**src/tmb_pkg.sv**
```systemverilog
// Purpose: shared constants and types of the test-mode and binary command handler
// Assumes: 32-bit apb register words, byte-wide command stream from the bus front end
// Notes: step sizes are held in tenths of a hertz
package tmb_pkg;
  // register byte offsets
  localparam logic [7:0] OFS_CTRL = 8'h00;
  localparam logic [7:0] OFS_STEP = 8'h04;
  localparam logic [7:0] OFS_RBW = 8'h08;
  localparam logic [7:0] OFS_STATUS = 8'h0c;
  localparam logic [7:0] OFS_DUMP = 8'h10;
  // field positions
  localparam int CTRL_CNT_BIT = 0;
  localparam int CTRL_RBWCAL_BIT = 1;
  localparam int STAT_SRQ_BIT = 11;
  localparam int DUMP_TRIG_BIT = 2;
  // reset values
  localparam logic [31:0] CTRL_RST = 32'h0000_0000;
  localparam logic [19:0] STEP_RST = 20'h00000;
  localparam logic [3:0] RBW_RST = 4'h0;
  // step size limits, tenths of a hertz
  localparam logic [19:0] STEP_TG_MAX = 20'h03a98;
  localparam logic [19:0] STEP_FINE_MAX = 20'h01388;
  localparam logic [19:0] STEP_BOARD1 = 20'h0000b;
  localparam logic [19:0] STEP_BOARD2 = 20'h0000c;
  localparam logic [19:0] STEP_BOARD3 = 20'h0000d;
  // bandwidth code for the 30 kHz setting, a plain default
  localparam logic [3:0] BW_CODE_30K = 4'h7;
  // test entry codes
  localparam logic [3:0] TM_OFF = 4'h0;
  localparam logic [3:0] TM_CAL_OFF = 4'h1;
  localparam logic [3:0] TM_REF = 4'h2;
  localparam logic [3:0] TM_REF_CAL_OFF = 4'h3;
  localparam logic [3:0] TM_TRK = 4'h4;
  localparam logic [3:0] TM_TRK_CAL_OFF = 4'h5;
  localparam logic [3:0] TM_SINGLE_LOOP = 4'h6;
  localparam logic [3:0] TM_TG_OFFSET = 4'h7;
  localparam logic [3:0] TM_TUNE_PLOT = 4'h8;
  localparam logic [3:0] TM_BW_ADJ = 4'h9;
  // binary transfer word counts
  localparam logic [11:0] LRN_WORDS = 12'h064;
  localparam logic [11:0] TRACE_WORDS = 12'h7d4;
  // ascii characters
  localparam logic [7:0] CH_CR = 8'h0d;
  localparam logic [7:0] CH_LF = 8'h0a;
  localparam logic [7:0] CH_SP = 8'h20;
  localparam logic [7:0] CH_SEMI = 8'h3b;
  localparam logic [7:0] CH_COMMA = 8'h2c;
  localparam logic [7:0] CH_0 = 8'h30;
  localparam logic [7:0] CH_9 = 8'h39;
  localparam logic [7:0] CH_6 = 8'h36;
  localparam logic [15:0] CMD_RECALL = 16'h5243;
  localparam logic [15:0] CMD_LRN_IN = 16'h4c49;
  localparam logic [15:0] CMD_LRN_OUT = 16'h4c4f;
  localparam logic [15:0] CMD_TRB_IN = 16'h4249;
  localparam logic [15:0] CMD_TRB_OUT = 16'h424f;
  localparam logic [15:0] CMD_TRA_IN = 16'h4149;
  // binary command in progress
  typedef enum logic [2:0] {
    BC_NONE = 3'b000, BC_LRN_IN = 3'b001, BC_TRA_IN = 3'b010, BC_TRB_IN = 3'b011,
    BC_LRN_OUT = 3'b100, BC_TRB_OUT = 3'b101
  } tmb_bin_cmd_t;
  // controls that the active test mode drives into the instrument
  typedef struct packed {
    logic cal_disable;
    logic cal_offsets_off;
    logic src_ref_10m;
    logic src_tracking;
    logic lo_single_loop;
    logic tg_offset_en;
    logic [19:0] tg_offset;
    logic tune_plot_en;
    logic tune_coarse;
    logic tune_fine_hold;
    logic [2:0] board_prog;
    logic [2:0][3:0] board_bw;
  } tmb_tm_ctrl_t;
endpackage

```
**src/tmb_word_ctr.sv**
```systemverilog
// Purpose: loadable down counter of binary words still owed in a transfer
// Assumes: load and dec never in the same cycle; load wins if they are
// Notes: busy is high while words remain
`timescale 1ns/100ps
`default_nettype none
module tmb_word_ctr #(
  parameter int W = 12
) (
  // clock and reset
  input wire logic clk,
  input wire logic rst_b,
  // control
  input wire logic load,
  input wire logic [W-1:0] load_val,
  input wire logic dec,
  input wire logic clr,
  // state
  output logic [W-1:0] count,
  output logic busy,
  output logic last
);
  logic [W-1:0] count_reg;
  logic [W-1:0] count_next;

  // load has priority over dec so a new command starts from a full count; clr overrides both
  assign count_next = clr ? '0 : load ? load_val : (dec && busy) ? count_reg - W'(1) : count_reg;
  assign count = count_reg;
  assign busy = (count_reg != '0);
  assign last = (count_reg == W'(1));

  // count register
  always_ff @(posedge clk) begin
    if (!rst_b) begin
      count_reg <= '0;
    end else begin
      count_reg <= count_next;
    end
  end
endmodule
`default_nettype wire

```
**src/tmb_test_decode.sv**
```systemverilog
// Purpose: turns the active test mode into instrument control lines
// Assumes: step size in tenths of a hertz, bandwidth as a board code
// Notes: outputs are registered, one cycle behind their inputs
`timescale 1ns/100ps
`default_nettype none
module tmb_test_decode #(
  parameter logic [3:0] BW_30K = tmb_pkg::BW_CODE_30K
) (
  // clock and reset
  input wire logic clk,
  input wire logic rst_b,
  // settings
  input wire logic [3:0] mode,
  input wire logic [19:0] center_step_size,
  input wire logic [3:0] resolution_bw_setting,
  input wire logic rbw_change,
  input wire logic counter_on,
  input wire logic rbw_calibrated,
  // controls
  output tmb_pkg::tmb_tm_ctrl_t ctrl
);
  tmb_pkg::tmb_tm_ctrl_t ctrl_reg;
  tmb_pkg::tmb_tm_ctrl_t ctrl_next;
  logic [2:0] board_hit;
  logic bw_adj;

  // one-hot board pick for the bandwidth adjust mode
  assign board_hit = {center_step_size == tmb_pkg::STEP_BOARD3, center_step_size == tmb_pkg::STEP_BOARD2,
                      center_step_size == tmb_pkg::STEP_BOARD1};
  assign bw_adj = (mode == tmb_pkg::TM_BW_ADJ);

  // decode of every mode; board words hold their last value between changes
  always_comb begin
    ctrl_next = '0;
    ctrl_next.board_bw = ctrl_reg.board_bw;
    unique case (mode)
      tmb_pkg::TM_CAL_OFF, tmb_pkg::TM_BW_ADJ: ctrl_next.cal_disable = 1'b1;
      tmb_pkg::TM_REF: ctrl_next.src_ref_10m = 1'b1;
      tmb_pkg::TM_REF_CAL_OFF: begin
        ctrl_next.src_ref_10m = 1'b1;
        ctrl_next.cal_disable = 1'b1;
      end
      tmb_pkg::TM_TRK: ctrl_next.src_tracking = 1'b1;
      tmb_pkg::TM_TRK_CAL_OFF: begin
        ctrl_next.src_tracking = 1'b1;
        ctrl_next.cal_disable = 1'b1;
      end
      tmb_pkg::TM_SINGLE_LOOP: ctrl_next.lo_single_loop = 1'b1;
      tmb_pkg::TM_TG_OFFSET: begin
        ctrl_next.tg_offset_en = 1'b1;
        ctrl_next.tg_offset = (center_step_size > tmb_pkg::STEP_TG_MAX) ? tmb_pkg::STEP_TG_MAX : center_step_size;
      end
      tmb_pkg::TM_TUNE_PLOT: begin
        ctrl_next.tune_plot_en = counter_on && rbw_calibrated;
        ctrl_next.tune_coarse = center_step_size > tmb_pkg::STEP_FINE_MAX;
        ctrl_next.tune_fine_hold = !ctrl_next.tune_coarse;
      end
      default: ;
    endcase
    ctrl_next.cal_offsets_off = ctrl_next.cal_disable;
    // the chosen board takes the bandwidth, the other two take 30 kHz
    if (bw_adj && rbw_change && (board_hit != 3'b000)) begin
      ctrl_next.board_prog = 3'b111;
      for (int i = 0; i < 3; i++) begin
        ctrl_next.board_bw[i] = board_hit[i] ? resolution_bw_setting : BW_30K;
      end
    end
  end

  // control register
  always_ff @(posedge clk) begin
    if (!rst_b) begin
      ctrl_reg <= '0;
    end else begin
      ctrl_reg <= ctrl_next;
    end
  end

  assign ctrl = ctrl_reg;
endmodule
`default_nettype wire

```
**src/tmb_cmd_handler.sv**
```systemverilog
// Purpose: test-mode selection and binary data mode handling behind the instrument bus
// Assumes: command bytes and bus events come from the bus front end on clk
// Notes: apb slave with zero wait states; unmapped addresses answer pslverr
//
// Contract
// - nine test modes, recall six plus code
// - mode 01 disables calibration and offsets
// - mode 02 routes 10 MHz to input
// - mode 03 10 MHz input, calibration off
// - mode 04 routes tracking generator in
// - mode 05 tracking generator, calibration off
// - mode 06 forces single loop oscillator
// - mode 07 step as offset, capped
// - mode 08 tuning plot when counter, calibrated
// - mode 08 coarse above 500 Hz
// - mode 09 like mode 01 otherwise
// - mode 09 programs boards on change
// - test mode holds until clear, preset
// - binary command makes following bytes binary
// - drop cr or lf after binary command
// - back to ascii after last word
// - binary output streams when talk addressed
// - binary ends trigger, dump mode kept
// - uninterpretable command raises service request
//
// Decided for this implementation: the placing of the registers and register access over APB.
`timescale 1ns/100ps
`default_nettype none
module tmb_cmd_handler #(
  parameter logic [3:0] BW_30K = tmb_pkg::BW_CODE_30K
) (
  // clock and reset
  input wire logic clk,
  input wire logic rst_b,
  // apb slave
  input wire logic psel,
  input wire logic penable,
  input wire logic pwrite,
  input wire logic [7:0] paddr,
  input wire logic [31:0] pwdata,
  output logic [31:0] prdata,
  output logic pready,
  output logic pslverr,
  // command byte stream from the bus front end
  input wire logic in_valid,
  input wire logic [7:0] in_data,
  // bus events
  input wire logic dev_clear,
  input wire logic inst_preset,
  input wire logic talk_addressed,
  input wire logic trigger_in,
  input wire logic cmd_reject,
  // commands handed to the rest of the parser
  output logic fwd_valid,
  output logic [15:0] fwd_cmd,
  // binary input words
  output logic bin_in_valid,
  output logic [7:0] bin_in_data,
  output logic [11:0] bin_in_index,
  output tmb_pkg::tmb_bin_cmd_t bin_cmd,
  // binary output words
  output logic [11:0] out_word_addr,
  input wire logic [7:0] out_word_data,
  output logic out_valid,
  output logic [7:0] out_data,
  input wire logic out_ready,
  // instrument state
  output logic service_request_line,
  output logic dump_active,
  output logic [1:0] dump_mode,
  output tmb_pkg::tmb_tm_ctrl_t tm_ctrl
);
  typedef enum logic [2:0] {
    PS_CMD1 = 3'b000, PS_CMD2 = 3'b001, PS_RC_DIG = 3'b010, PS_TM_D1 = 3'b011,
    PS_TM_D2 = 3'b100, PS_BIN_IN = 3'b101
  } tmb_pstate_t;

  tmb_pstate_t state_reg, state_next;
  logic [7:0] first_reg, first_next;
  logic [3:0] tens_reg, tens_next;
  logic [3:0] staged_reg, staged_next;
  logic pend_reg, pend_next;
  logic [3:0] active_reg, active_next;
  logic skip_eol_reg, skip_eol_next;
  logic srq_reg, srq_next;
  tmb_pkg::tmb_bin_cmd_t bcmd_reg, bcmd_next;
  logic [31:0] ctrl_reg;
  logic [19:0] step_reg;
  logic [3:0] rbw_reg;
  logic rbw_change_reg;
  logic [1:0] dmode_reg;
  logic trig_pend_reg, dump_act_reg;
  logic out_valid_reg;
  logic [7:0] out_data_reg;
  logic fwd_valid_reg;
  logic [15:0] fwd_cmd_reg;
  logic bin_valid_reg;
  logic [7:0] bin_data_reg;
  logic [11:0] bin_index_reg;

  // apb decode
  logic wr_en, rd_en, hit_ctrl, hit_step, hit_rbw, hit_status, hit_dump, hit_any;
  assign hit_ctrl = (paddr == tmb_pkg::OFS_CTRL);
  assign hit_step = (paddr == tmb_pkg::OFS_STEP);
  assign hit_rbw = (paddr == tmb_pkg::OFS_RBW);
  assign hit_status = (paddr == tmb_pkg::OFS_STATUS);
  assign hit_dump = (paddr == tmb_pkg::OFS_DUMP);
  assign hit_any = hit_ctrl | hit_step | hit_rbw | hit_status | hit_dump;
  assign wr_en = psel && penable && pwrite && hit_any;
  assign rd_en = psel && penable && !pwrite;
  assign pready = 1'b1;
  assign pslverr = psel && penable && !hit_any;

  // byte classes
  logic is_sep, is_eol, is_digit, is_letter;
  logic [3:0] digit;
  logic [15:0] pair;
  assign is_eol = (in_data == tmb_pkg::CH_CR) || (in_data == tmb_pkg::CH_LF);
  assign is_sep = is_eol || (in_data == tmb_pkg::CH_SP) || (in_data == tmb_pkg::CH_SEMI) ||
    (in_data == tmb_pkg::CH_COMMA);
  assign is_digit = (in_data >= tmb_pkg::CH_0) && (in_data <= tmb_pkg::CH_9);
  assign is_letter = (in_data[7:5] == 3'b010) && (in_data[4:0] != 5'h00) && (in_data[4:0] <= 5'h1a);
  assign digit = 4'(in_data - tmb_pkg::CH_0);
  assign pair = {first_reg, in_data};

  // binary word counters, one for each direction
  logic in_load, in_busy, in_last, out_load, out_busy, out_last, out_take, bin_start, out_clr;
  logic [11:0] in_len, out_len, in_count, out_count;
  logic bin_byte;
  assign bin_byte = in_valid && (state_reg == PS_BIN_IN) && !(skip_eol_reg && is_eol);
  tmb_word_ctr #(.W(12)) u_in_ctr (
    .clk(clk), .rst_b(rst_b), .load(in_load), .load_val(in_len), .dec(bin_byte), .clr(dev_clear || inst_preset),
    .count(in_count), .busy(in_busy), .last(in_last)
  );
  tmb_word_ctr #(.W(12)) u_out_ctr (
    .clk(clk), .rst_b(rst_b), .load(out_load), .load_val(out_len), .dec(out_take), .clr(out_clr),
    .count(out_count), .busy(out_busy), .last(out_last)
  );

  // command recognition for the binary commands
  logic pair_bin_in, pair_bin_out;
  tmb_pkg::tmb_bin_cmd_t pair_cmd;
  always_comb begin
    pair_cmd = tmb_pkg::BC_NONE;
    in_len = '0;
    out_len = '0;
    unique case (pair)
      tmb_pkg::CMD_LRN_IN: begin
        pair_cmd = tmb_pkg::BC_LRN_IN;
        in_len = tmb_pkg::LRN_WORDS;
      end
      tmb_pkg::CMD_TRA_IN: begin
        pair_cmd = tmb_pkg::BC_TRA_IN;
        in_len = tmb_pkg::TRACE_WORDS;
      end
      tmb_pkg::CMD_TRB_IN: begin
        pair_cmd = tmb_pkg::BC_TRB_IN;
        in_len = tmb_pkg::TRACE_WORDS;
      end
      tmb_pkg::CMD_LRN_OUT: begin
        pair_cmd = tmb_pkg::BC_LRN_OUT;
        out_len = tmb_pkg::LRN_WORDS;
      end
      tmb_pkg::CMD_TRB_OUT: begin
        pair_cmd = tmb_pkg::BC_TRB_OUT;
        out_len = tmb_pkg::TRACE_WORDS;
      end
      default: ;
    endcase
  end
  assign pair_bin_in = (in_len != '0);
  assign pair_bin_out = (out_len != '0);
  assign in_load = in_valid && (state_reg == PS_CMD2) && pair_bin_in;
  assign out_load = in_valid && (state_reg == PS_CMD2) && pair_bin_out;
  assign bin_start = in_load || out_load;
  assign out_clr = dev_clear || inst_preset || in_load;

  // command parser
  always_comb begin
    state_next = state_reg;
    first_next = first_reg;
    tens_next = tens_reg;
    staged_next = staged_reg;
    pend_next = pend_reg;
    active_next = active_reg;
    skip_eol_next = skip_eol_reg;
    srq_next = srq_reg && !(wr_en && hit_status && pwdata[tmb_pkg::STAT_SRQ_BIT]); // clear first, any set wins
    bcmd_next = bcmd_reg;
    if (in_valid) begin
      unique case (state_reg)
        PS_CMD1: begin
          if (is_letter) begin
            first_next = in_data;
            state_next = PS_CMD2;
          end else if (!is_sep) begin
            srq_next = 1'b1;
          end
        end
        PS_CMD2: begin
          state_next = PS_CMD1;
          if (pair == tmb_pkg::CMD_RECALL) begin
            state_next = PS_RC_DIG;
          end else if (pair_bin_in) begin
            state_next = PS_BIN_IN;
            skip_eol_next = 1'b1;
            bcmd_next = pair_cmd;
          end else if (pair_bin_out) begin
            skip_eol_next = 1'b1;
            bcmd_next = pair_cmd;
          end else if (!is_letter) begin
            srq_next = 1'b1;
          end
        end
        PS_RC_DIG: begin
          state_next = (in_data == tmb_pkg::CH_6) ? PS_TM_D1 : PS_CMD1;
          srq_next = srq_next || !is_digit;
        end
        PS_TM_D1: begin
          tens_next = digit;
          state_next = is_digit ? PS_TM_D2 : PS_CMD1;
          srq_next = srq_next || !is_digit;
        end
        PS_TM_D2: begin
          state_next = PS_CMD1;
          if (!is_digit) begin
            srq_next = 1'b1;
          end else if ((tens_reg == 4'h0) && (digit <= tmb_pkg::TM_BW_ADJ)) begin
            staged_next = digit;
            pend_next = 1'b1;
          end
          // codes above nine leave both staged and active modes alone
        end
        PS_BIN_IN: begin
          skip_eol_next = 1'b0;
          if (bin_byte && in_last) begin
            state_next = PS_CMD1;
            bcmd_next = tmb_pkg::BC_NONE;
          end
        end
        default: state_next = PS_CMD1;
      endcase
    end
    // a stray terminator after a binary output command is also swallowed
    if (in_valid && (state_reg == PS_CMD1) && skip_eol_reg) begin
      skip_eol_next = 1'b0;
    end
    srq_next = srq_next || cmd_reject;
    // output commands carry bit 2; drop them once the last word is taken
    if (!out_busy && bcmd_reg[2] && !bin_start) begin
      bcmd_next = tmb_pkg::BC_NONE;
    end
    // clear or preset makes the staged mode active, or ends the running one
    if (dev_clear || inst_preset) begin
      active_next = pend_reg ? staged_reg : tmb_pkg::TM_OFF;
      pend_next = 1'b0;
      state_next = PS_CMD1;
      bcmd_next = tmb_pkg::BC_NONE;
      skip_eol_next = 1'b0;
    end
  end

  // parser registers
  always_ff @(posedge clk) begin
    if (!rst_b) begin
      state_reg <= PS_CMD1;
      first_reg <= 8'h00;
      tens_reg <= 4'h0;
      staged_reg <= tmb_pkg::TM_OFF;
      pend_reg <= 1'b0;
      active_reg <= tmb_pkg::TM_OFF;
      skip_eol_reg <= 1'b0;
      srq_reg <= 1'b0;
      bcmd_reg <= tmb_pkg::BC_NONE;
    end else begin
      state_reg <= state_next;
      first_reg <= first_next;
      tens_reg <= tens_next;
      staged_reg <= staged_next;
      pend_reg <= pend_next;
      active_reg <= active_next;
      skip_eol_reg <= skip_eol_next;
      srq_reg <= srq_next;
      bcmd_reg <= bcmd_next;
    end
  end

  // binary input words and forwarded commands, one-cycle pulses
  always_ff @(posedge clk) begin
    if (!rst_b) begin
      bin_valid_reg <= 1'b0;
      bin_data_reg <= 8'h00;
      bin_index_reg <= 12'h000;
      fwd_valid_reg <= 1'b0;
      fwd_cmd_reg <= 16'h0000;
    end else begin
      bin_valid_reg <= bin_byte;
      bin_data_reg <= bin_byte ? in_data : bin_data_reg;
      bin_index_reg <= bin_byte ? 12'(in_len_cur() - in_count) : bin_index_reg;
      fwd_valid_reg <= in_valid && (state_reg == PS_CMD2) && is_letter && !bin_start &&
                       (pair != tmb_pkg::CMD_RECALL);
      fwd_cmd_reg <= (in_valid && state_reg == PS_CMD2) ? pair : fwd_cmd_reg;
    end
  end

  // word count of the binary input in progress, for the index
  function automatic logic [11:0] in_len_cur();
    in_len_cur = (bcmd_reg == tmb_pkg::BC_LRN_IN) ? tmb_pkg::LRN_WORDS : tmb_pkg::TRACE_WORDS;
  endfunction

  // binary output streams as soon as the device is addressed to talk, with no trigger
  assign out_take = talk_addressed && out_busy && (!out_valid_reg || out_ready);
  assign out_word_addr = 12'(out_len_cur() - out_count);
  function automatic logic [11:0] out_len_cur();
    out_len_cur = (bcmd_reg == tmb_pkg::BC_LRN_OUT) ? tmb_pkg::LRN_WORDS : tmb_pkg::TRACE_WORDS;
  endfunction
  always_ff @(posedge clk) begin
    if (!rst_b) begin
      out_valid_reg <= 1'b0;
      out_data_reg <= 8'h00;
    end else if (out_clr) begin
      out_valid_reg <= 1'b0;
    end else if (out_take) begin
      out_valid_reg <= 1'b1;
      out_data_reg <= out_word_data;
    end else if (out_ready) begin
      out_valid_reg <= 1'b0;
    end
  end

  // trigger and dump: a binary command ends both but the dump mode is kept
  always_ff @(posedge clk) begin
    if (!rst_b) begin
      trig_pend_reg <= 1'b0;
      dump_act_reg <= 1'b0;
    end else if (bin_start) begin
      trig_pend_reg <= 1'b0;
      dump_act_reg <= 1'b0;
    end else begin
      trig_pend_reg <= (trigger_in || (wr_en && hit_dump && pwdata[tmb_pkg::DUMP_TRIG_BIT])) ||
                       (trig_pend_reg && (in_busy || out_busy));
      dump_act_reg <= dump_act_reg || (trig_pend_reg && !in_busy && !out_busy && (dmode_reg != 2'b00));
    end
  end

  // software registers
  always_ff @(posedge clk) begin
    if (!rst_b) begin
      ctrl_reg <= tmb_pkg::CTRL_RST;
      step_reg <= tmb_pkg::STEP_RST;
      rbw_reg <= tmb_pkg::RBW_RST;
      rbw_change_reg <= 1'b0;
      dmode_reg <= 2'b00;
    end else begin
      ctrl_reg <= (wr_en && hit_ctrl) ? {30'h0000_0000, pwdata[1:0]} : ctrl_reg;
      step_reg <= (wr_en && hit_step) ? pwdata[19:0] : step_reg;
      rbw_reg <= (wr_en && hit_rbw) ? pwdata[3:0] : rbw_reg;
      rbw_change_reg <= wr_en && hit_rbw;
      dmode_reg <= (wr_en && hit_dump) ? pwdata[1:0] : dmode_reg;
    end
  end

  // read mux
  logic [31:0] status_word;
  assign status_word = {18'h00000, dump_act_reg, trig_pend_reg, srq_reg, out_busy, in_busy, pend_reg,
    staged_reg, active_reg};
  assign prdata = !rd_en ? 32'h0000_0000 :
    hit_ctrl ? ctrl_reg :
    hit_step ? {12'h000, step_reg} :
    hit_rbw ? {28'h0000000, rbw_reg} :
    hit_status ? status_word :
    hit_dump ? {30'h0000_0000, dmode_reg} : 32'h0000_0000;

  // active mode drives the instrument
  tmb_test_decode #(.BW_30K(BW_30K)) u_decode (
    .clk(clk), .rst_b(rst_b), .mode(active_reg), .center_step_size(step_reg),
    .resolution_bw_setting(rbw_reg), .rbw_change(rbw_change_reg),
    .counter_on(ctrl_reg[tmb_pkg::CTRL_CNT_BIT]), .rbw_calibrated(ctrl_reg[tmb_pkg::CTRL_RBWCAL_BIT]),
    .ctrl(tm_ctrl)
  );

  // outputs
  assign fwd_valid = fwd_valid_reg;
  assign fwd_cmd = fwd_cmd_reg;
  assign bin_in_valid = bin_valid_reg;
  assign bin_in_data = bin_data_reg;
  assign bin_in_index = bin_index_reg;
  assign bin_cmd = bcmd_reg;
  assign out_valid = out_valid_reg;
  assign out_data = out_data_reg;
  assign service_request_line = srq_reg;
  assign dump_active = dump_act_reg;
  assign dump_mode = dmode_reg;
endmodule
`default_nettype wire

```
**config.mk**
```make
export PLATFORM = sky130hd
export DESIGN_NAME = tmb_cmd_handler
export DESIGN_NICKNAME = d
export VERILOG_FILES = /design/src/tmb_pkg.sv /design/src/tmb_word_ctr.sv /design/src/tmb_test_decode.sv /design/src/tmb_cmd_handler.sv
export SDC_FILE = /design/constraint.sdc
export NUM_CORES = 1
export LEC_CHECK = 0
export ABC_AREA = 1
export BUFFER_PORTS_ARGS = -buffer_cell sky130_fd_sc_hd__buf_2
export CAP_MARGIN = 25
export CORE_UTILIZATION = 54
export DETAILED_ROUTE_END_ITERATION = 12
export PLACE_DENSITY = 0.81
export SYNTH_ARGS = -nofsm -noshare
export SYNTH_HDL_FRONTEND = slang
export SYNTH_SLANG_ARGS = --single-unit
```
**constraint.sdc**
```tcl
create_clock -name clk -period 2.3 [get_ports clk]
set_input_delay 0.23 -clock clk [delete_from_list [all_inputs] [get_ports clk]]
set_output_delay 0.23 -clock clk [all_outputs]
set_load 0.005 [all_outputs]
```
==> flow_metrics.py, run 1 <==
metrics = {
    "worst_setup_path": {
        "critPathRequiredTime_ns": 2.07,
        "worstSetupStartpointType": "flop",
        "path_class": "reg -> out",
        "cp.arrival_ns": 2.33,
        "crit_fanout": 4,
        "worst_setup_path_end_kind": "output pin",
    },
    "grt": {
        "grtUsageMet2": 0.4978,
        "use_met1": 0.3643,
        "grt_busiest_layer": "met2",
        "use_met3": 0.06761,
        "grt_max_degree": 55,
        "grt_pass1_vias": 8055,
        "overflow": 0,
        "track_usage": 0.2939,
        "grt_pass1_wl_mm": 38.25,
        "antenna_found_initial": 0,
    },
    "synth": {
        "yosysWarnings": 0,
        "ys_ff_latch": 172,
        "yosysSeqAreaShare": 0.4019,
        "syn_area_um2": 8567,
        "synth_edf_count": 0,
        "async_flop_share": 0,
        "postSynthCellCount": 1199,
        "syn_avg_cell_area_um2": 7.145,
        "synth_area_leaders": "dfxtp_1, a21oi_1, nand2_1, nor2_1, o21ai_0",
        "ys_types": 50,
        "synth_area_leader_cell": "dfxtp_1",
        "netlist.area_leader.share": 0.4019,
        "synth_flop_cell": "dfxtp_1",
    },
    "placement": {
        "dp.cells": 1591,
        "place.gp.congestion": 0.9887,
        "dpl_cell_area_um2": 9728,
        "dp_hpwl_mm": 17.84,
        "portBuffers": 186,
        "place_ws_ns": -0.04277,
    },
    "final_layout": {
        "final_layout_size_suffix_gt1_frac": 0.2586,
        "layout.cells.non_filler": 1634,
        "final_common_cell": "buf_2",
        "largest_register_ffs": 41,
        "fillCellCount": 1250,
        "final_area_um2": 10720,
        "n_antenna_cell": 0,
        "syn_to_final_growth_pct": 25.16,
        "layout_common_cells": "buf_2, dfxtp_1, nand2_1",
        "fin_nets": 1494,
    },
    "die": {
        "io_pins": 212,
        "placementRows": 45,
        "dieArea_um2": 16370,
        "coreArea_um2": 15310,
        "die-height_um": 128.0,
        "start_util": 0.5594,
        "die_x_um": 128.0,
    },
    "pwr": {
        "power_density_nw_per_um2": 564.9,
        "leakage_nw": 4.826,
        "ir_drop_mv": 0.5479,
    },
    "route": {
        "drc_errors": 0,
        "vias": 8758,
        "drt-vias-per-instance": 5.360,
        "wl_per_cell_um": 15.01,
        "antenna_left": 0,
        "drt-total-wl_mm": 24.53,
        "first_pass_iters": 5,
        "drtIter0Drc": 845,
    },
    "timing": {
        "period_minus_slack_ns": 2.562,
        "slew_viol_final": 0,
        "rsz0062_at_grt": "yes",
        "fmaxAchievable_mhz": 390.3,
        "min_period_over_period": 1.114,
        "tightest_slew_ns": 0.5575,
        "timing.final.ws_setup_ns": -0.2621,
        "setup_violations": 7,
        "slew_headroom": 0.6254,
        "worst_clock_skew_ns": 0.01566,
        "hold_viol": 0,
        "fin_setup_tns_ns": -0.8527,
    },
    "clock_network": {
        "cts_tree": "built",
        "cts_buffer_depth": 2,
        "htreeDepth": 4,
        "clk_latency_ns": 0.43,
        "cts_buffers": 17,
        "cts.sinks": 172,
        "clkTransAtPathRegs_ns": 0.07,
        "root_buffer": "clkbuf_16",
    },
    "status": {
        "outcome": "finished, violations left",
        "failed_checks": "negative setup slack",
    },
    "job": {
        "cap_violations": 0,
    },
    "worst_hold_path": {
        "hold_path.class": "in -> reg",
    },
}
==> synth_stat cells (2+ instances only) <==
master and n:
inv_2 9, nor2_4 3, nor3_1 37, nand2_2 13
ha_1 15, conb_1 2, buf_2 10, buf_4 17
buf_6 8, nand2_1 157, o21ai_0 113, xor2_1 23
nor2_2 6, o22ai_1 7, inv_4 3, a211oi_1 6
o221ai_1 2, nand3_1 59, nor4_1 4, nand4_1 17
a21oi_1 135, clkbuf_1 16, xnor2_1 2, nand3_2 4
o31ai_1 2, nand3_4 2, o21a_1 4, clkinv_1 4
or2_2 2, inv_1 146, a31oi_1 10, o211ai_1 2
o21bai_1 3, dfxtp_1 172, nor2_1 152, nor3_2 3
nand2_4 3, o21ai_1 14
==> cells by family after synthesis <==
group,Yosys count,synth area share
other,2,0.0008766
xor gates and xnor gates,25,0.02556
adders and majority gates,15,0.02191
and+or+nand+nor,467,0.2489
buffers and inverters,213,0.1101
AOI/OAI and AO/OA,305,0.1907
DFF,172,0.4019
==> area by class of cell <==
cell class / instances / area, um2 / area share
Sequential cell: 172 / 3450 / 0.3217
Tap cell: 211 / 264.0 / 0.02462
Inverter: 162 / 626.9 / 0.05846
Clock buffer: 17 / 425.4 / 0.03967
Timing Repair Buffer: 227 / 1262 / 0.1177
Clock inverter: 14 / 126.4 / 0.01179
Multi-Input combinational cell: 831 / 4568 / 0.4260
==> worst max-delay path, stage by stage, from the launching register on <==
cell	delay, ns
dfxtp_2	0.34
nor3_4	0.21
inv_2	0.07
buf_6	0.14
ha_4	0.30
inv_6	0.05
o21bai_1	0.15
inv_1	0.10
o2111ai_2	0.23
xor2_1	0.18
buf_2	0.15
==> power breakdown <==
group,switching [W],leakage (nW),total [W],internal [W]
logic,0.000209,3.16,0.000318,0.000110
registers,0.0000110,1.39,0.00300,0.00299
clock network,0.00131,0.276,0.00273,0.00143
==> worst paths after layout <==
kind	start	end	cells past startpoint	slack, ns
setup / recovery	bin_cmd[0]	out_word_addr[11]	10	-0.26
hold / removal	out_word_data[6]	out_data[6]	3	0.08
setup reg to reg	bin_cmd[2]	bin_in_index[11]	14	-0.02
hold reg to reg	out_data[6]	out_data[6]	2	0.44
==> timing repair <==
| item | CTS | global route |
|---|---|---|
| buffers inserted | 5 | 7 |
| endpoints found under the setup margin | 7 | 12 |
| pin swaps | 15 | 31 |
| hold buffers | 0 | 0 |
| gates resized for setup | 28 | 51 |
==> per-stage QoR <==
step                      total power (W)    util  hold WS (ns)
after floorplan                  0.003263       -        0.3649
after global placement           0.003370  0.6352        0.4294
after detailed placement         0.003377  0.6352        0.4374
after CTS                        0.006072  0.6824       0.07078
after global routing             0.006241  0.7002       0.08584
final                            0.006058  0.7002       0.07803
==> layer usage <==
layer / routed length (um) / up-vias / part of all wire
met4: 603 / 0 / 0.025
li1: - / 4348 / -
met5: 0 / - / 0
met1: 10520 / 4009 / 0.43
met2: 11670 / 353 / 0.48
met3: 1739 / 48 / 0.071
(Power assumes the default switching activity.)
==> run 2: changes to the inputs <==
--- a/config.mk
+++ b/config.mk
@@ -8,6 +8,7 @@
 export ABC_AREA = 1
 export BUFFER_PORTS_ARGS = -buffer_cell sky130_fd_sc_hd__buf_2
 export CAP_MARGIN = 25
+export CORE_ASPECT_RATIO = 1.25
 export CORE_UTILIZATION = 54
 export DETAILED_ROUTE_END_ITERATION = 12
 export PLACE_DENSITY = 0.81
==> run 2 against run 1 <==
Core utilization is 0.34 points lower. Clock power is 18% higher. The run still ends with negative setup slack left. Sequential power hardly changed.
==> flow_metrics.py, run 2 (synthesized netlist as in run 1, its figures left out) <==
metrics = {
    "final_layout": {
        "layout.cells.non_filler": 1637,
        "post-route-util": 0.6968,
        "fin_nets": 1495,
        "final_common_cell": "buf_2",
        "layout_common_cells": "buf_2, dfxtp_1, nand2_1",
        "syn_to_final_growth_pct": 26.64,
        "final_layout_size_suffix_gt1_frac": 0.2570,
        "largest_register_ffs": 41,
    },
    "clock_network": {
        "clk_latency_ns": 0.44,
        "root_buffer": "clkbuf_16",
        "cts_buffers": 17,
        "cts_buffer_depth": 2,
        "cts.sinks": 172,
        "htreeDepth": 4,
        "cts_tree": "built",
        "clkTransAtPathRegs_ns": 0.07,
        "holdBufCountCts": 0,
    },
    "timing": {
        "min_period_over_period": 1.131,
        "period_minus_slack_ns": 2.602,
        "hold_viol": 0,
        "tightest_slew_ns": 0.8280,
        "whs_ns": 0.05222,
        "slew_viol_final": 0,
        "setup_violations": 9,
        "worst_clock_skew_ns": 0.006280,
        "timing.final.ws_setup_ns": -0.3016,
        "fmaxAchievable_mhz": 384.4,
        "rsz0062_at_grt": "yes",
        "slew_headroom": 0.4422,
    },
    "die": {
        "io_pins": 212,
        "start_util": 0.5502,
        "coreArea_um2": 15570,
        "placementRows": 51,
        "die-height_um": 142.8,
        "dieArea_um2": 16380,
        "die_x_um": 114.7,
    },
    "pwr": {
        "p_switching_w": 0.001502,
        "clockPowerShare": 0.493,
        "power_density_nw_per_um2": 603.8,
        "seqPwrFrac": 0.459,
        "ir_drop_mv": 0.3779,
        "leakage_nw": 4.862,
        "power_frac_comb": 0.049,
        "p_int_w": 0.005049,
        "swShare": 0.2293,
    },
    "route": {
        "wl_per_cell_um": 15.21,
        "first_pass_iters": 6,
        "drc_errors": 0,
        "vias": 8904,
        "drt-vias-per-instance": 5.439,
        "drt-total-wl_mm": 24.90,
        "antenna_left": 0,
        "drtIter0Drc": 725,
    },
    "worst_setup_path": {
        "path_class": "reg -> out",
        "worstSetupStartpointType": "flop",
        "critPathLaunch": "bin_cmd[0]",
        "reg2reg_from": "bin_cmd[1]",
        "rr_worst_depth": 14,
        "worstSetupEndpoint": "out_word_addr[11]",
        "critPathRequiredTime_ns": 2.07,
        "worst_setup_path_end_kind": "output pin",
        "rrSetupSlack_ns": -0.03,
        "r2r_end": "bin_in_index[11]",
        "crit_fanout": 4,
        "cp.arrival_ns": 2.37,
    },
    "grt": {
        "grt_max_degree": 56,
        "antenna_found_initial": 1,
        "track_usage": 0.2989,
        "grt_pass1_vias": 8177,
        "grt_pass1_wl_mm": 38.54,
        "overflow": 0,
    },
    "worst_hold_path": {
        "hold_depth": 3,
        "hold_path.class": "in -> reg",
    },
    "placement": {
        "place_ws_ns": -0.01611,
        "dp.cells": 1589,
        "dp_hpwl_mm": 17.75,
        "portBuffers": 186,
        "place.gp.congestion": 0.9758,
    },
    "job": {
        "cap_violations": 0,
    },
    "status": {
        "failed_checks": "negative setup slack",
        "outcome": "finished, violations left",
    },
}
## run 2: cell count changes in the layout (fill, tap and decap cells not counted), moves of 3 or more
cell,change
nor2_2,-3
clkinvlp_4,+3
inv_6,-4
dfxtp_2,-3
bufinv_16,+5
nor2_1,+3
## run 2: how the worst min path moves through the flow
stage	from	to	slack, ns
after floorplan	in_data[6]	fwd_cmd[6]	0.36
after global placement	out_data[4]	out_data[4]	0.43
after detailed placement	out_data[6]	out_data[6]	0.44
after CTS	cmd_reject	service_request_line	0.05
after global routing	out_word_data[7]	out_data[7]	0.06
final	trigger_in	trig_pend_reg	0.05
## run 2: worst max-delay path, cell delays in order (launching register included)
cell	delay, ns
dfxtp_4	0.35
nor3_4	0.21
inv_2	0.07
buf_6	0.15
ha_4	0.29
nand2_4	0.06
nor3_4	0.25
nand3_2	0.11
o2111ai_2	0.11
xor2_1	0.18
buf_2	0.14
## run 2: stage by stage
step,TNS [ns],total power [W],cell area (um2)
final,-1.326,0.006551,10850
after floorplan,0,0.003263,8631
after detailed placement,-0.02841,0.003374,9694
after global placement,0,0.003371,9694
after global routing,-2.494,0.006719,10850
after CTS,-0.7022,0.006568,10600
## run 2: power by group through the flow
stage / logic, W / clock network, W / registers, W
6_report: 0.000319 / 0.00323 / 0.00300
5_1_grt: 0.000354 / 0.00336 / 0.00300
4_1_cts: 0.000310 / 0.00325 / 0.00301
3_5_place_dp: 0.000301 / 0 / 0.00307
3_3_place_gp: 0.000298 / 0 / 0.00307
2_1_floorplan: 0.000190 / 0 / 0.00307
## run 2: what timing repair did
item	CTS	global route
buffers inserted	9	7
endpoints found under the setup margin	7	12
gates resized for setup	43	36
pin swaps	16	20
gates cloned	0	0
## run 2: routing by layer
| metal | track usage | wire length [um] |
|---|---|---|
| met4 | 0.1634 | 1085 |
| met5 | 0 | 0 |
| met1 | 0.3317 | 9726 |
| met2 | 0.5381 | 12830 |
| met3 | 0.05221 | 1260 |
## run 2: cell type report
cell class | count | area, um2
Antenna cell | 1 | 2.502
Clock buffer | 17 | 425.4
Clock inverter | 14 | 230.2
Fill cell | 1316 | 4721
Inverter | 162 | 626.9
Multi-Input combinational cell | 831 | 4581
Sequential cell | 172 | 3453
Tap cell | 212 | 265.3
Timing Repair Buffer | 228 | 1265
==> run 3: changes to the inputs <==
--- a/config.mk
+++ b/config.mk
@@ -11,6 +11,7 @@
 export CORE_ASPECT_RATIO = 1.25
 export CORE_UTILIZATION = 54
 export DETAILED_ROUTE_END_ITERATION = 12
+export HOLD_SLACK_MARGIN = 0.08
 export PLACE_DENSITY = 0.81
 export SYNTH_ARGS = -nofsm -noshare
 export SYNTH_HDL_FRONTEND = slang
==> run 3 against run 2 <==
The run still ends with negative setup slack left. First-iteration DRC count fell by 1.4%. Count of clock-buffer cells in the layout unchanged. Hold slack gained 0.032 ns. Critical path depth unchanged. Clock power is essentially flat. Sequential share of layout area is 0.43 points lower. Cell area rose by 1.4%. Power up 0.27%. Maximum frequency is essentially flat. Critical endpoint unchanged. Largest cell class unchanged. Highest routed layer unchanged.
==> flow_metrics.py, run 3 (synthesized netlist as in run 1, its figures left out) <==
metrics = {
    "status": {
        "outcome": "finished, violations left",
        "failed_checks": "negative setup slack",
    },
    "clock_network": {
        "cts_buffer_depth": 2,
        "cts_buffers": 17,
        "clk_latency_ns": 0.43,
        "htreeDepth": 4,
        "cts_tree": "built",
        "clkTransAtPathRegs_ns": 0.07,
        "root_buffer": "clkbuf_16",
        "cts.sinks": 172,
    },
    "pwr": {
        "leakage_nw": 4.924,
        "finalPower_w": 0.006568,
        "p_int_w": 0.005066,
        "power_density_nw_per_um2": 597.2,
        "seqPwrFrac": 0.457,
        "power_frac_comb": 0.052,
        "p_switching_w": 0.001503,
        "clockPowerShare": 0.491,
        "swShare": 0.2288,
        "ir_drop_mv": 0.3746,
    },
    "placement": {
        "place.gp.congestion": 0.9758,
        "dp_hpwl_mm": 17.75,
        "portBuffers": 186,
        "dp.cells": 1589,
    },
    "worst_setup_path": {
        "crit_family": "simple AND/OR/NAND/NOR gates",
        "cp_cell_sequence": "nor3_4 -> inv_2 -> buf_6 -> ha_4 -> nand2_4 -> nor3_4 -> nand3_2 -> o2111ai_2 -> xor2_1 -> buf_2",
        "worst_path_most_repeated_cell": "nor3_4",
        "path_class": "reg -> out",
        "critPathRequiredTime_ns": 2.07,
        "worst-path-buf-inv": 3,
        "crit_cells": 10,
        "reg2reg_from": "bin_cmd[1]",
        "cpMaxStageDelayCell": "dfxtp_4",
        "worst_setup_path_end_kind": "output pin",
        "rrSetupSlack_ns": -0.03,
        "r2r_end": "bin_in_index[11]",
        "cpPeakStageDelay_ns": 0.35,
        "rr_worst_depth": 14,
        "cp.arrival_ns": 2.37,
        "crit_fanout": 4,
        "worstSetupStartpointType": "flop",
    },
    "timing": {
        "period_minus_slack_ns": 2.603,
        "min_period_over_period": 1.132,
        "fmaxAchievable_mhz": 384.2,
        "worst_clock_skew_ns": 0.007909,
        "setup_violations": 8,
        "tightest_slew_ns": 0.8187,
        "slew_headroom": 0.4485,
        "rsz0062_at_grt": "yes",
        "slew_viol_final": 0,
        "timing.final.ws_setup_ns": -0.3031,
        "hold_viol": 0,
    },
    "route": {
        "wl_met1_mm": 9.675,
        "drt-total-wl_mm": 25.13,
        "antenna_left": 0,
        "highest_layer": "met4",
        "first_pass_iters": 5,
        "wl_per_cell_um": 15.21,
        "drt-vias-per-instance": 5.438,
        "wl_met3_mm": 1.308,
        "drtIter0Drc": 715,
        "vias": 8984,
        "wl_met2_mm": 12.92,
        "drc_errors": 0,
    },
    "die": {
        "coreArea_um2": 15570,
        "die_x_um": 114.7,
        "dieArea_um2": 16380,
        "placementRows": 51,
        "io_pins": 212,
        "start_util": 0.5502,
        "die-height_um": 142.8,
    },
    "final_layout": {
        "final_common_cell": "buf_2",
        "largest_register_ffs": 41,
        "syn_to_final_growth_pct": 28.39,
        "layout.cells.non_filler": 1652,
        "fin_nets": 1510,
        "layout_common_cells": "buf_2, dfxtp_1, nand2_1",
        "final_layout_size_suffix_gt1_frac": 0.2543,
        "fillCellCount": 1297,
    },
    "grt": {
        "antenna_found_initial": 1,
        "overflow": 0,
        "grt_max_degree": 56,
        "grt_pass1_vias": 8318,
        "track_usage": 0.3023,
        "grt_pass1_wl_mm": 38.99,
    },
    "worst_hold_path": {
        "hold_path_end": "out_data[0]",
        "hold_path.class": "in -> reg",
        "hold_depth": 3,
        "min-delay-start": "out_word_data[0]",
    },
    "job": {
        "cap_violations": 0,
    },
}
## run 3: changes by cell type in the layout (fill, tap and decap cells not counted), sizes merged
cell	before	now
dlygate4sd3	0	15
## run 3: worst reg2reg max path, stage by stage (launching register included)
cell and delay [ns]:
dfxtp_4 0.37, buf_4 0.14, nor3_4 0.18, buf_6 0.13, clkinvlp_4 0.17, buf_4 0.20, ha_4 0.27, nand4_1 0.12
nor3_2 0.12, nand2_1 0.07, o211ai_1 0.13, xor2_1 0.18, nand2_1 0.07, nand2_1 0.06, inv_1 0.03
## run 3: power by group through the flow
stage | clock [W] | sequential, W | combinational, W
2_1_floorplan | 0 | 0.00307 | 0.000190
4_1_cts | 0.00325 | 0.00301 | 0.000330
6_report | 0.00323 | 0.00300 | 0.000339
5_1_grt | 0.00336 | 0.00300 | 0.000376
3_3_place_gp | 0 | 0.00307 | 0.000298
3_5_place_dp | 0 | 0.00307 | 0.000301
## run 3: routing by layer
| metal | vias to the layer above | track usage |
|---|---|---|
| met5 | - | 0 |
| met4 | 0 | 0.1722 |
| met3 | 104 | 0.05263 |
| met2 | 369 | 0.5448 |
| met1 | 4139 | 0.3324 |
| li1 | 4372 | - |
## run 3: through the flow
| stage | worst slack [ns] | utilization | area (um2) | setup TNS, ns | hold slack, ns |
|---|---|---|---|---|---|
| after floorplan | 0.2157 | - | 8631 | 0 | 0.3649 |
| after global placement | 0.04384 | 0.6226 | 9694 | 0 | 0.4286 |
| after detailed placement | -0.01611 | 0.6226 | 9694 | -0.02841 | 0.4379 |
| after CTS | -0.2019 | 0.6906 | 10750 | -0.7022 | 0.08097 |
| after global routing | -0.4494 | 0.7064 | 11000 | -2.494 | 0.09004 |
| final | -0.3031 | 0.7064 | 11000 | -1.350 | 0.08394 |
## run 3: area by class of cell
cell class | count | area, um2 | share of cell area
Clock buffer | 17 | 425.4 | 0.03868
Inverter | 162 | 626.9 | 0.05699
Clock inverter | 14 | 230.2 | 0.02093
Multi-Input combinational cell | 831 | 4581 | 0.4164
Timing Repair Buffer | 243 | 1415 | 0.1287
Sequential cell | 172 | 3453 | 0.3140
Antenna cell | 1 | 2.502 | 0.0002275
Tap cell | 212 | 265.3 | 0.02412
## run 3: how the worst max path moves through the flow
stage / endpoint / slack [ns] / start
4_1_cts: out_word_addr[11] / -0.20 / bin_cmd[2]
6_report: out_word_addr[11] / -0.30 / bin_cmd[0]
3_3_place_gp: out_word_addr[9] / 0.04 / bin_cmd[2]
3_5_place_dp: out_word_addr[11] / -0.02 / bin_cmd[2]
2_1_floorplan: out_word_addr[9] / 0.22 / bin_cmd[2]
5_1_grt: out_word_addr[11] / -0.45 / bin_cmd[0]
## run 3: timing repair
item	in CTS	in global routing
setup buffers	9	7
pin swaps	16	20
hold buffers	15	0
endpoints found under the setup margin	7	12
endpoints found under the hold margin	15	0
gates resized for setup	43	36
